`src/pkg/twcr_pkg.sv`:
```
// package: register map, field positions, reset values and timing counts
package twcr_pkg;
    // register offsets (byte-wide registers, index = offset)
    localparam logic [3:0] OFS_COMMON   = 4'h0;
    localparam logic [3:0] OFS_DUAL     = 4'h1;
    localparam logic [3:0] OFS_DEBUG    = 4'h2;
    localparam logic [3:0] OFS_MCTL1    = 4'h3;
    localparam logic [3:0] OFS_MCTL2    = 4'h4;
    localparam logic [3:0] OFS_MSTATE   = 4'h5;
    localparam logic [3:0] OFS_MRATE    = 4'h6;
    localparam logic [3:0] OFS_MADR     = 4'h7;
    localparam logic [3:0] OFS_MBYTE    = 4'h8;
    localparam logic [3:0] OFS_SCTL1    = 4'h9;
    localparam logic [3:0] OFS_SCTL2    = 4'ha;
    localparam logic [3:0] OFS_SSTATE   = 4'hb;
    localparam logic [3:0] OFS_SOWN     = 4'hc;
    localparam logic [3:0] OFS_SBYTE    = 4'hd;
    localparam logic [3:0] OFS_SMASK    = 4'he;
    localparam logic [3:0] OFS_IRQ_STAT = 4'hf; // sticky event status
    // mask register lives above the 4-bit space; 5-bit address bus
    localparam logic [4:0] OFS_IRQ_MASK = 5'h10;

    // writable bit masks, unimplemented bits read zero
    localparam logic [7:0] WMASK_COMMON = 8'h5e;
    localparam logic [7:0] WMASK_DUAL   = 8'h4f;
    localparam logic [7:0] WMASK_DEBUG  = 8'h01;
    localparam logic [7:0] WMASK_MCTL1  = 8'hdf;
    localparam logic [7:0] WMASK_MCTL2  = 8'h04; // ack_choice only stored
    localparam logic [7:0] WMASK_IRQ    = 8'h07;
    localparam logic [7:0] RESET_VAL    = 8'h00;

    // field positions
    localparam int SETUP_BIT  = 4;
    localparam int HOLD_LSB   = 2;
    localparam int FPLUS_BIT  = 1;
    localparam int DUAL_EN    = 0;
    localparam int RUN_BIT    = 0;
    localparam int READ_IRQ_ENABLE_BIT   = 7;
    localparam int WRITE_IRQ_ENABLE_BIT   = 6;
    localparam int QC_BIT     = 4;
    localparam int TMO_LSB    = 2;
    localparam int SMART_BIT  = 1;
    localparam int MEN_BIT    = 0;
    localparam int ACK_BIT    = 2;
    localparam int FLUSH_BIT  = 3;
    localparam int RDF_BIT    = 7;
    localparam int WRF_BIT    = 6;
    localparam int EV_RD      = 0;
    localparam int EV_WR      = 1;
    localparam int EV_TMO     = 2;

    // hold encodings
    localparam logic [1:0] HOLD_OFF   = 2'h0;
    localparam logic [1:0] HOLD_SHORT = 2'h1;
    localparam logic [1:0] HOLD_300   = 2'h2;
    localparam logic [1:0] HOLD_500   = 2'h3;
    localparam logic [1:0] CMD_STOP   = 2'h3;

    // timing
    localparam int CLK_NS       = 10;
    localparam int SETUP_SHORT  = 4;
    localparam int SETUP_LONG   = 8;
    localparam int TMO_50_US    = 50;
    localparam int TMO_100_US   = 100;
    localparam int TMO_200_US   = 200;
    localparam int TMO_50_CYC   = TMO_50_US * 1000 / CLK_NS;
    localparam int TMO_100_CYC  = TMO_100_US * 1000 / CLK_NS;
    localparam int TMO_200_CYC  = TMO_200_US * 1000 / CLK_NS;

    // effective per-section configuration
    typedef struct packed {
        logic [1:0] hold;
        logic       fast_plus;
        logic [3:0] setup_cyc;
    } twcr_cfg_s;

    typedef enum logic [2:0] {
        BS_UNKNOWN = 3'b001,
        BS_IDLE    = 3'b010,
        BS_BUSY    = 3'b100
    } twcr_bus_e;
endpackage

```
`src/hw/twcr_regs.sv`:
```
// two-wire unit configuration registers, master control and bus time-out
`timescale 1ns/100ps
// How it works
// - slave sda setup is 4 cycles when select bit 0, 8 when 1
// - hold selector 0 off, 1 short, 2 about 300 ns, 3 about 500 ns
// - common fast-plus picks 1 MHz for unit, or master only in dual mode
// - dual-mode hold selector drives slave only and is ignored when dual off
// - dual-mode fast-plus picks 1 MHz for the slave section
// - bit 0 of dual control enables dual mode, slave hold and fast-plus from it
// - run-while-halted 0 halts unit in debug break, 1 keeps it going
// - read irq request only while read-done flag and enable bit 7 set
// - write irq request only while write-done flag and enable bit 6 set
// - quick command sets read or write done flag on address ack
// - nonzero time-out field forces bus state idle after inactivity
// - time-out codes 0 off, 1 50 us, 2 100 us, 3 200 us
// - smart mode sends held ack choice when master data is read
// - bit 0 of master control first enables the master
module twcr_regs #(
    parameter int TMO_50  = twcr_pkg::TMO_50_CYC,
    parameter int TMO_100 = twcr_pkg::TMO_100_CYC,
    parameter int TMO_200 = twcr_pkg::TMO_200_CYC
) (
    // clock and reset
    input  wire logic                 sys_clk,
    input  wire logic                 rst_b,
    // register port
    input  wire logic [4:0]           reg_addr,
    input  wire logic [7:0]           reg_wdata,
    input  wire logic                 reg_wr,
    input  wire logic                 reg_rd,
    output logic      [7:0]           reg_rdata,
    // core events and status
    input  wire logic                 cpu_halted,
    input  wire logic                 addr_acked,
    input  wire logic                 addr_dir_read,
    input  wire logic                 byte_read_done,
    input  wire logic                 byte_write_done,
    input  wire logic                 bus_active,
    // configuration to the bus engines
    output twcr_pkg::twcr_cfg_s       master_cfg,
    output twcr_pkg::twcr_cfg_s       slave_cfg,
    output logic                      master_enable,
    output logic                      unit_run,
    output logic                      smart_ack_send,
    output logic                      ack_choice,
    output logic                      bus_idle_force,
    output logic      [2:0]           bus_state,
    // interrupts
    output logic                      master_irq,
    output logic                      event_irq
);
    import twcr_pkg::*;

    logic [7:0] common_r, common_nxt, dual_r, dual_nxt, dbg_r, dbg_nxt;
    logic [7:0] mctl1_r, mctl1_nxt, mctl2_r, mctl2_nxt;
    logic [7:0] store_r [OFS_MRATE:OFS_SMASK];
    logic [7:0] store_nxt [OFS_MRATE:OFS_SMASK];
    logic       rdf_r, rdf_nxt, wrf_r, wrf_nxt;
    logic [2:0] ev_r, ev_nxt, msk_r, msk_nxt;
    logic [7:0] rdata_nxt;
    logic [17:0] idle_cnt_r, idle_cnt_nxt;
    twcr_bus_e  bus_r, bus_nxt;
    twcr_cfg_s  mcfg_nxt, scfg_nxt, mcfg_r, scfg_r;
    logic       men_r, run_r, smart_r, ack_r, force_r, mirq_r, eirq_r;
    logic       smart_nxt, force_nxt;
    logic       run, hit_wr, tmo_hit;
    logic [17:0] tmo_lim;

    // decode a write hit on one register offset
    function automatic logic wr_hit(input logic [4:0] a, input logic [4:0] o,
                                    input logic w);
        return w && (a == o);
    endfunction

    function automatic logic [3:0] setup_of(input logic sel);
        return sel ? 4'(SETUP_LONG) : 4'(SETUP_SHORT);
    endfunction

    // halted in debug break unless run-while-halted is set
    assign run = !cpu_halted || dbg_r[RUN_BIT];
    assign hit_wr = reg_wr && (reg_addr[4] == 1'b0);

    // configuration registers: write masks keep reserved bits at zero
    always_comb
    begin
        common_nxt = common_r;
        dual_nxt   = dual_r;
        dbg_nxt    = dbg_r;
        mctl1_nxt  = mctl1_r;
        mctl2_nxt  = mctl2_r;
        msk_nxt    = msk_r;
        for (int i = OFS_MRATE; i <= OFS_SMASK; i++)
            store_nxt[i] = store_r[i];
        if (wr_hit(reg_addr, {1'b0, OFS_COMMON}, reg_wr))
            common_nxt = reg_wdata & WMASK_COMMON;
        if (wr_hit(reg_addr, {1'b0, OFS_DUAL}, reg_wr))
            dual_nxt = reg_wdata & WMASK_DUAL;
        if (wr_hit(reg_addr, {1'b0, OFS_DEBUG}, reg_wr))
            dbg_nxt = reg_wdata & WMASK_DEBUG;
        if (wr_hit(reg_addr, {1'b0, OFS_MCTL1}, reg_wr))
            mctl1_nxt = reg_wdata & WMASK_MCTL1;
        if (wr_hit(reg_addr, {1'b0, OFS_MCTL2}, reg_wr))
            mctl2_nxt = reg_wdata & WMASK_MCTL2;
        if (wr_hit(reg_addr, OFS_IRQ_MASK, reg_wr))
            msk_nxt = reg_wdata[2:0];
        // map entries from the master rate to the slave mask, except the slave state, are plain storage here
        for (int i = OFS_MRATE; i <= OFS_SMASK; i++)
            if (hit_wr && reg_addr[3:0] == 4'(i)
                && 4'(i) != OFS_MSTATE && 4'(i) != OFS_SSTATE)
                store_nxt[i] = reg_wdata;
    end

    always_ff @(posedge sys_clk)
    begin
        if (!rst_b)
        begin
            common_r <= RESET_VAL;
            dual_r   <= RESET_VAL;
            dbg_r    <= RESET_VAL;
            mctl1_r  <= RESET_VAL;
            mctl2_r  <= RESET_VAL;
            msk_r    <= 3'h0;
            for (int i = OFS_MRATE; i <= OFS_SMASK; i++)
                store_r[i] <= RESET_VAL;
        end
        else
        begin
            common_r <= common_nxt;
            dual_r   <= dual_nxt;
            dbg_r    <= dbg_nxt;
            mctl1_r  <= mctl1_nxt;
            mctl2_r  <= mctl2_nxt;
            msk_r    <= msk_nxt;
            for (int i = OFS_MRATE; i <= OFS_SMASK; i++)
                store_r[i] <= store_nxt[i];
        end
    end

    // effective configuration per section; dual fields ignored if off
    always_comb
    begin
        mcfg_nxt.hold      = common_r[HOLD_LSB +: 2];
        mcfg_nxt.fast_plus = common_r[FPLUS_BIT];
        mcfg_nxt.setup_cyc = setup_of(common_r[SETUP_BIT]);
        scfg_nxt           = mcfg_nxt;
        if (dual_r[DUAL_EN])
        begin
            scfg_nxt.hold      = dual_r[HOLD_LSB +: 2];
            scfg_nxt.fast_plus = dual_r[FPLUS_BIT];
        end
    end

    // master-done flags: a set in the same cycle as a clear wins
    always_comb
    begin
        logic clr_rd, clr_wr, qc;
        clr_rd = 1'b0;
        clr_wr = 1'b0;
        qc     = mctl1_r[QC_BIT] && addr_acked && run;
        if (wr_hit(reg_addr, {1'b0, OFS_MSTATE}, reg_wr))
        begin
            clr_rd = reg_wdata[RDF_BIT];
            clr_wr = reg_wdata[WRF_BIT];
        end
        // address, data access or command also clears both flags
        if (wr_hit(reg_addr, {1'b0, OFS_MADR}, reg_wr)
            || wr_hit(reg_addr, {1'b0, OFS_MCTL2}, reg_wr)
            || ((reg_wr || reg_rd) && reg_addr == {1'b0, OFS_MBYTE}))
        begin
            clr_rd = 1'b1;
            clr_wr = 1'b1;
        end
        rdf_nxt = (rdf_r && !clr_rd) || (run && byte_read_done)
                  || (qc && addr_dir_read);
        wrf_nxt = (wrf_r && !clr_wr) || (run && byte_write_done)
                  || (qc && !addr_dir_read);
        // smart mode acts on a master data read while enabled
        smart_nxt = reg_rd && reg_addr == {1'b0, OFS_MBYTE}
                    && mctl1_r[SMART_BIT] && mctl1_r[MEN_BIT]
                    && run;
        // sticky event bits, cleared by writing one
        ev_nxt = ev_r;
        if (wr_hit(reg_addr, {1'b0, OFS_IRQ_STAT}, reg_wr))
            ev_nxt = ev_r & ~reg_wdata[2:0];
        ev_nxt[EV_RD]  = ev_nxt[EV_RD] || (rdf_nxt && !rdf_r);
        ev_nxt[EV_WR]  = ev_nxt[EV_WR] || (wrf_nxt && !wrf_r);
        ev_nxt[EV_TMO] = ev_nxt[EV_TMO] || tmo_hit;
    end

    // time-out limit from field code
    always_comb
    begin
        case (mctl1_r[TMO_LSB +: 2])
            2'h1:    tmo_lim = 18'(TMO_50);
            2'h2:    tmo_lim = 18'(TMO_100);
            2'h3:    tmo_lim = 18'(TMO_200);
            default: tmo_lim = 18'h0;
        endcase
    end

    // a master already switched off in mctl1_r sees no time-out; one switched off this cycle still can
    assign tmo_hit = (tmo_lim != 18'h0) && run && bus_r == BS_BUSY
                     && mctl1_r[MEN_BIT] && !bus_active
                     && idle_cnt_r >= tmo_lim;

    // bus-state supervisor; unknown, idle and busy tracking, idle count and the idle forcing belong here
    always_comb
    begin
        idle_cnt_nxt = 18'h0;
        bus_nxt      = bus_r;
        force_nxt    = 1'b0;
        if (!mctl1_r[MEN_BIT])
            bus_nxt = BS_UNKNOWN;
        else if (!run)
        begin
            idle_cnt_nxt = idle_cnt_r; // frozen while halted
        end
        else
        begin
            case (bus_r)
                BS_UNKNOWN:
                    bus_nxt = bus_active ? BS_BUSY : BS_UNKNOWN;
                BS_IDLE:
                    bus_nxt = bus_active ? BS_BUSY : BS_IDLE;
                BS_BUSY:
                begin
                    if (bus_active)
                        idle_cnt_nxt = 18'h0;
                    else if (tmo_hit)
                    begin
                        bus_nxt   = BS_IDLE;
                        force_nxt = 1'b1;
                    end
                    else if (tmo_lim != 18'h0)
                        idle_cnt_nxt = idle_cnt_r + 18'h1;
                end
                default:
                    bus_nxt = BS_UNKNOWN;
            endcase
        end
    end

    // read mux, data stands in the cycle after the strobe
    always_comb
    begin
        rdata_nxt = 8'h00;
        if (reg_rd)
        begin
            case (reg_addr)
                {1'b0, OFS_COMMON}:   rdata_nxt = common_r;
                {1'b0, OFS_DUAL}:     rdata_nxt = dual_r;
                {1'b0, OFS_DEBUG}:    rdata_nxt = dbg_r;
                {1'b0, OFS_MCTL1}:    rdata_nxt = mctl1_r;
                {1'b0, OFS_MCTL2}:    rdata_nxt = mctl2_r;
                {1'b0, OFS_MSTATE}:
                    rdata_nxt = {rdf_r, wrf_r, 6'h00};
                {1'b0, OFS_IRQ_STAT}: rdata_nxt = {5'h00, ev_r};
                OFS_IRQ_MASK:         rdata_nxt = {5'h00, msk_r};
                default:
                    if (!reg_addr[4] && reg_addr[3:0] >= OFS_MRATE
                        && reg_addr[3:0] != OFS_SSTATE)
                        rdata_nxt = store_r[reg_addr[3:0]];
            endcase
        end
    end

    always_ff @(posedge sys_clk)
    begin
        if (!rst_b)
        begin
            rdf_r      <= 1'b0;
            wrf_r      <= 1'b0;
            ev_r       <= 3'h0;
            idle_cnt_r <= 18'h0;
            bus_r      <= BS_UNKNOWN;
            reg_rdata  <= 8'h00;
            mcfg_r     <= '0;
            scfg_r     <= '0;
            men_r      <= 1'b0;
            run_r      <= 1'b0;
            smart_r    <= 1'b0;
            ack_r      <= 1'b0;
            force_r    <= 1'b0;
            mirq_r     <= 1'b0;
            eirq_r     <= 1'b0;
        end
        else
        begin
            rdf_r      <= rdf_nxt;
            wrf_r      <= wrf_nxt;
            ev_r       <= ev_nxt;
            idle_cnt_r <= idle_cnt_nxt;
            bus_r      <= bus_nxt;
            reg_rdata  <= rdata_nxt;
            mcfg_r     <= mcfg_nxt;
            scfg_r     <= scfg_nxt;
            men_r      <= mctl1_nxt[MEN_BIT];
            run_r      <= run;
            smart_r    <= smart_nxt;
            ack_r      <= mctl2_r[ACK_BIT];
            force_r    <= force_nxt;
            mirq_r     <= (rdf_nxt && mctl1_nxt[READ_IRQ_ENABLE_BIT])
                          || (wrf_nxt && mctl1_nxt[WRITE_IRQ_ENABLE_BIT]);
            eirq_r     <= |(ev_nxt & msk_nxt);
        end
    end

    assign master_cfg     = mcfg_r;
    assign slave_cfg      = scfg_r;
    assign master_enable  = men_r;
    assign unit_run       = run_r;
    assign smart_ack_send = smart_r;
    assign ack_choice     = ack_r;
    assign bus_idle_force = force_r;
    assign bus_state      = bus_r;
    assign master_irq     = mirq_r;
    assign event_irq      = eirq_r;

    // checks
    // skip the first edge after reset, registered config is still zero
    property p_setup;
        @(posedge sys_clk) disable iff (!rst_b)
        $past(rst_b) |-> slave_cfg.setup_cyc
            == ($past(common_r[SETUP_BIT]) ? 4'(SETUP_LONG)
                                            : 4'(SETUP_SHORT));
    endproperty
    a_setup: assert property (p_setup)
        else $error("setup count not 4 or 8");
    property p_dual_ignored;
        @(posedge sys_clk) disable iff (!rst_b)
        !$past(dual_r[DUAL_EN]) |-> slave_cfg == master_cfg;
    endproperty
    a_dual_ignored: assert property (p_dual_ignored)
        else $error("slave cfg differs while dual off");
    property p_dual_fp;
        @(posedge sys_clk) disable iff (!rst_b)
        $past(dual_r[DUAL_EN]) |-> slave_cfg.fast_plus == $past(dual_r[1]);
    endproperty
    a_dual_fp: assert property (p_dual_fp)
        else $error("slave fast-plus not from dual reg");
    property p_rirq;
        @(posedge sys_clk) disable iff (!rst_b)
        (rdf_r && mctl1_r[READ_IRQ_ENABLE_BIT]) |-> master_irq;
    endproperty
    a_rirq: assert property (p_rirq)
        else $error("read irq missing");
    property p_wirq;
        @(posedge sys_clk) disable iff (!rst_b)
        master_irq |-> (rdf_r && mctl1_r[READ_IRQ_ENABLE_BIT])
                       || (wrf_r && mctl1_r[WRITE_IRQ_ENABLE_BIT]);
    endproperty
    a_wirq: assert property (p_wirq)
        else $error("master irq without cause");
    property p_qc;
        @(posedge sys_clk) disable iff (!rst_b)
        (mctl1_r[QC_BIT] && addr_acked && run && addr_dir_read) |=> rdf_r;
    endproperty
    a_qc: assert property (p_qc)
        else $error("quick read did not set flag");
    property p_tmo;
        @(posedge sys_clk) disable iff (!rst_b)
        tmo_hit |=> bus_state == BS_IDLE && bus_idle_force;
    endproperty
    a_tmo: assert property (p_tmo)
        else $error("time-out did not force idle");
    property p_halt;
        @(posedge sys_clk) disable iff (!rst_b)
        (cpu_halted && !dbg_r[RUN_BIT] && !rdf_r && !reg_wr
         && !mctl1_r[QC_BIT]) |=> !rdf_r;
    endproperty
    a_halt: assert property (p_halt)
        else $error("flag set while halted");
    property p_rd_lat;
        @(posedge sys_clk) disable iff (!rst_b)
        (reg_rd && reg_addr == {1'b0, OFS_MCTL1} && !$past(reg_wr))
        |=> reg_rdata == $past(mctl1_r);
    endproperty
    a_rd_lat: assert property (p_rd_lat)
        else $error("read data wrong");
    c_qc:    cover property (@(posedge sys_clk) rdf_r && mctl1_r[QC_BIT]);
    c_tmo:   cover property (@(posedge sys_clk) bus_idle_force);
    c_dual:  cover property (@(posedge sys_clk) dual_r[DUAL_EN]);
    c_irq:   cover property (@(posedge sys_clk) event_irq);
endmodule // twcr_regs

```
`config.mk`:
```
export PLATFORM = sky130hd
export DESIGN_NAME = twcr_regs
export DESIGN_NICKNAME = d
export VERILOG_FILES = /design/src/pkg/twcr_pkg.sv /design/src/hw/twcr_regs.sv
export SDC_FILE = /design/constraint.sdc
export NUM_CORES = 1
export LEC_CHECK = 0
export BUFFER_PORTS_ARGS = -buffer_cell sky130_fd_sc_hd__buf_2
export CAP_MARGIN = 20
export CELL_PAD_IN_SITES_DETAIL_PLACEMENT = 1
export CELL_PAD_IN_SITES_GLOBAL_PLACEMENT = 2
export CORE_MARGIN = 4
export CORE_UTILIZATION = 41
export DETAILED_ROUTE_END_ITERATION = 6
export GPL_TIMING_DRIVEN = 0
export PLACE_DENSITY = 0.83
export SLEW_MARGIN = 10
export SYNTH_ARGS = -nofsm -noshare
export SYNTH_HDL_FRONTEND = slang
export SYNTH_SLANG_ARGS = --single-unit
export TNS_END_PERCENT = 30
```
`constraint.sdc`:
```
create_clock -name sys_clk -period 3.6 [get_ports sys_clk]
set_clock_uncertainty 0.1 [all_clocks]
set_input_delay 0.18 -clock sys_clk [delete_from_list [all_inputs] [get_ports sys_clk]]
set_output_delay 0.18 -clock sys_clk [all_outputs]
set_load 0.005 [all_outputs]
```
==> impl_metrics.csv <==
group,metric,value,unit
outcome,status,"completed",
yosys,synth_warnings,0,
yosys,netlist.area_leader.share,29.15,%
grt,grtUsageTotal,24.16,%
yosys,synthAdderAreaFrac,3.226,%
critical_path,crit_chain,"inv_1 -> ha_1 -> inv_1 -> ha_1 -> a21o_1 -> a21oi_1 -> o2111ai_1 -> o21ai_2 -> buf_6 -> a2bb2oi_1 -> o221ai_2",
yosys,netlist_top_cells_count,"dfxtp_1 (70), edfxtp_1 (64), nand2_1 (64)",
place,dpl_cell_area,0.007136,mm^2
power,power_density,489.9,mW/mm^2
sta,max_freq,369.4,MHz
die,ios,55,
grt,grt_pass1_vias,5805,
yosys,syn_area,0.006594,mm^2
die,core_area,0.01583,mm^2
die,die_h,134.8,um
clock_network,cts-hold-fix-buffers,4,
critical_path,cp_top_family,"compound AO/OA/AOI/OAI gates",
layout,drive_gt1_share,16.69,%
clock_network,clock_path_buffers,2,
clock_network,clock-sinks,134,
sta,finalHoldViolations,0,
routing,wl,21010,um
power,p_leak,0.002973,uW
layout,antennaDiodeCount,0,
yosys,synth_top_area_cell,"edfxtp_1",
sta,tightest_slew,841.8,ps
routing,via_per_inst,5.605,
yosys,synth_cells,687,
routing,vias,5577,
critical_path,cp.arrival,2910,ps
yosys,synth_top_family_by_area,"simple AND/OR/NAND/NOR gates",
die,die_area,0.01818,mm^2
critical_path,start_kind,"register",
yosys,synth_ff_type,"dfxtp_1",
grt,antenna_found_initial,0,
critical_path,required,3800,ps
die,die_w,134.8,um
yosys,synthTopCellsByArea,"edfxtp_1 (29%), dfxtp_1 (21%), mux2i_1 (5.8%)",
critical_path,critPathKind,"register to register",
yosys,synth_mux_area_share,6.622,%
sta,rsz0062_at_grt,"false",
yosys,avgSynthCellArea,9.598,um^2
yosys,synthSimpleGateAreaFrac,21.80,%
sta,finalMaxSlewViolations,0,
yosys,async_flop_share,0,%
yosys,ys_seq_area_share,50.40,%
sta,setup_violations,0,
yosys,yosysMostFrequentCell,"dfxtp_1",
place,hpwlAfterDp,15660,um
die,start_util,41.66,%
clock_network,post_cts_buffers,0,
routing,first_pass_iters,5,
sta,finalSetupTns,0,ps
flow_run,cap_viol_max_count,0,
grt,grt.overflow.total,0,
sta,slew_headroom,43.54,%
worst_hold_path,min_path_type,"input pin to register",
yosys,synth_compound_area_share,11.01,%
yosys,synth_edf_count,64,
routing,ant_nets,0,
clock_network,clock_latency,430,ps
critical_path,worstPathMaxFanout,10,
yosys,synth-seq-cells,134,
critical_path,end_kind,"register",
sta,period_share,75.20,%
grt,grt_start_max_net_pins,17,
routing,routedWlPerCell,21.12,um
sta,period_needed,2707,ps
clock_network,cts_resized,0,
critical_path,cp_slowest_cell,"dfxtp_1",
power,ir_drop,0.0003321,V
critical_path,worst-path-buf-inv,3,
clock_network,cts_tree,"done",
routing,drt_drc_violations_left,0,
place,gp_congestion,0.8812,
layout,nets,806,
clock_network,root_buffer,"clkbuf_16",
grt,grt_pass1_wl,33130,um
clock_network,clk_pin_slew_worst_paths,60,ps
die,rows,46,
place,portBuffers,46,
clock_network,numCtsBuffers,17,
layout,syn2layout_area_growth,18.63,%
layout,fin_area,0.007823,mm^2
clock_network,h-tree-depth,4,
critical_path,cpPeakStageDelay,450,ps
yosys,synth_cell_types,61,
routing,drt_iter0_markers,359,
yosys,synthXorXnorAreaFrac,0.9298,%
[power by group]
part / internal [uW] / switching (uW)
clock: 1220 / 678
sequential: 1640 / 17.9
combinational: 85.6 / 188
[flip-flops by register name (all words and copies together), names as in the netlist, 3 cells and up]
register and flops:
dual_r 5, ev_r 3, mctl1_r 7, bus_state 3, reg_rdata 8, common_r 5, slave_cfg 5, msk_r 3
idle_cnt_r 18, store_r 64, master_cfg 3
[cell families (layout without fill, tap and decap cells)]
logic type | count (synthesis) | count (layout)
AOI/OAI and AO/OA | 118 | 118
xor gates and xnor gates | 7 | 7
adders and majority gates | 17 | 17
buffers and inverters | 80 | 169
DFF | 134 | 134
muxes | 43 | 43
other | 1 | 4
and+or+nand+nor | 287 | 287
[final timing paths]
check,to,cells after the start,slack [ps],from
worst max-delay path,event_irq,11,890,mctl1_r[2]
worst min-delay path,dual_r[6],3,20,reg_wdata[6]
worst max register to register,event_irq,11,890,mctl1_r[2]
worst min register to register,idle_cnt_r[17],1,370,idle_cnt_r[17]
[metal layers]
layer | up-vias | GRT usage [%] | share of wire [%]
li1 | 2627 | - | -
met1 | 2748 | 32.25 | 45
met2 | 160 | 38.47 | 48
met3 | 42 | 4.806 | 4.6
met4 | 0 | 10.12 | 2.9
met5 | - | 0 | 0
[placed cells by master, fill, tap and decap left out, types with 3 or more instances in the layout]
cell type       n
clkinv_1        4
or3_1           4
o211ai_1        3
mux2i_1        38
mux2_2          5
clkbuf_16      17
clkbuf_1       18
a22oi_1         3
buf_6           4
o22ai_1         6
conb_1          4
a21oi_1        36
inv_1          26
a31oi_1         8
nor4_1         12
nand3_1        46
dlygate4sd3_1   4
buf_2          68
nor2_1         47
bufinv_16       5
buf_4          11
nor2b_1        13
nand2_1        64
nor3_1         49
and2_1         17
o21ai_0        33
edfxtp_1       64
and3_1          7
dfxtp_1        70
nand4_1         9
buf_1           3
xnor2_1         5
clkinv_2        4
a211oi_1        4
ha_1           17
nand2b_1        9
[worst reg2reg max path: stages, from the launching register on]
cell and delay [ps]:
dfxtp_1 450, inv_1 100, ha_1 290, inv_1 50, ha_1 280, a21o_1 180, a21oi_1 170, o2111ai_1 150
o21ai_2 250, buf_6 190, a2bb2oi_1 260, o221ai_2 110
[area by class of cell]
cell class              instances  area [um^2]
fillers                      1806         8005
flip-flops and latches        134         3323
multi-input cells             476         2894
clock buffers                  17        425.4
repair buffers                 57        310.3
plain buffers                  53        291.5
well taps                     216        270.3
clock inverters                15        206.4
inverters                      27        101.3
[stage by stage]
| stage | power [uW] | hold slack [ps] | setup WS, ps | utilization, % | std cells |
|---|---|---|---|---|---|
| 3_5_place_dp | 1958 | 366.0 | 891.7 | 45.08 | 956 |
| 6_report | 3832 | 24.85 | 892.6 | 49.42 | 995 |
| 3_3_place_gp | 1948 | 345.7 | 945.7 | 44.89 | 952 |
| 4_1_cts | 3846 | 7.773 | 871.4 | 49.33 | 992 |
| 5_1_grt | 3943 | 27.40 | 697.0 | 49.42 | 995 |
| 2_1_floorplan | 1849 | 219.7 | 1306 | - | 690 |
(Power assumes the default switching activity.)
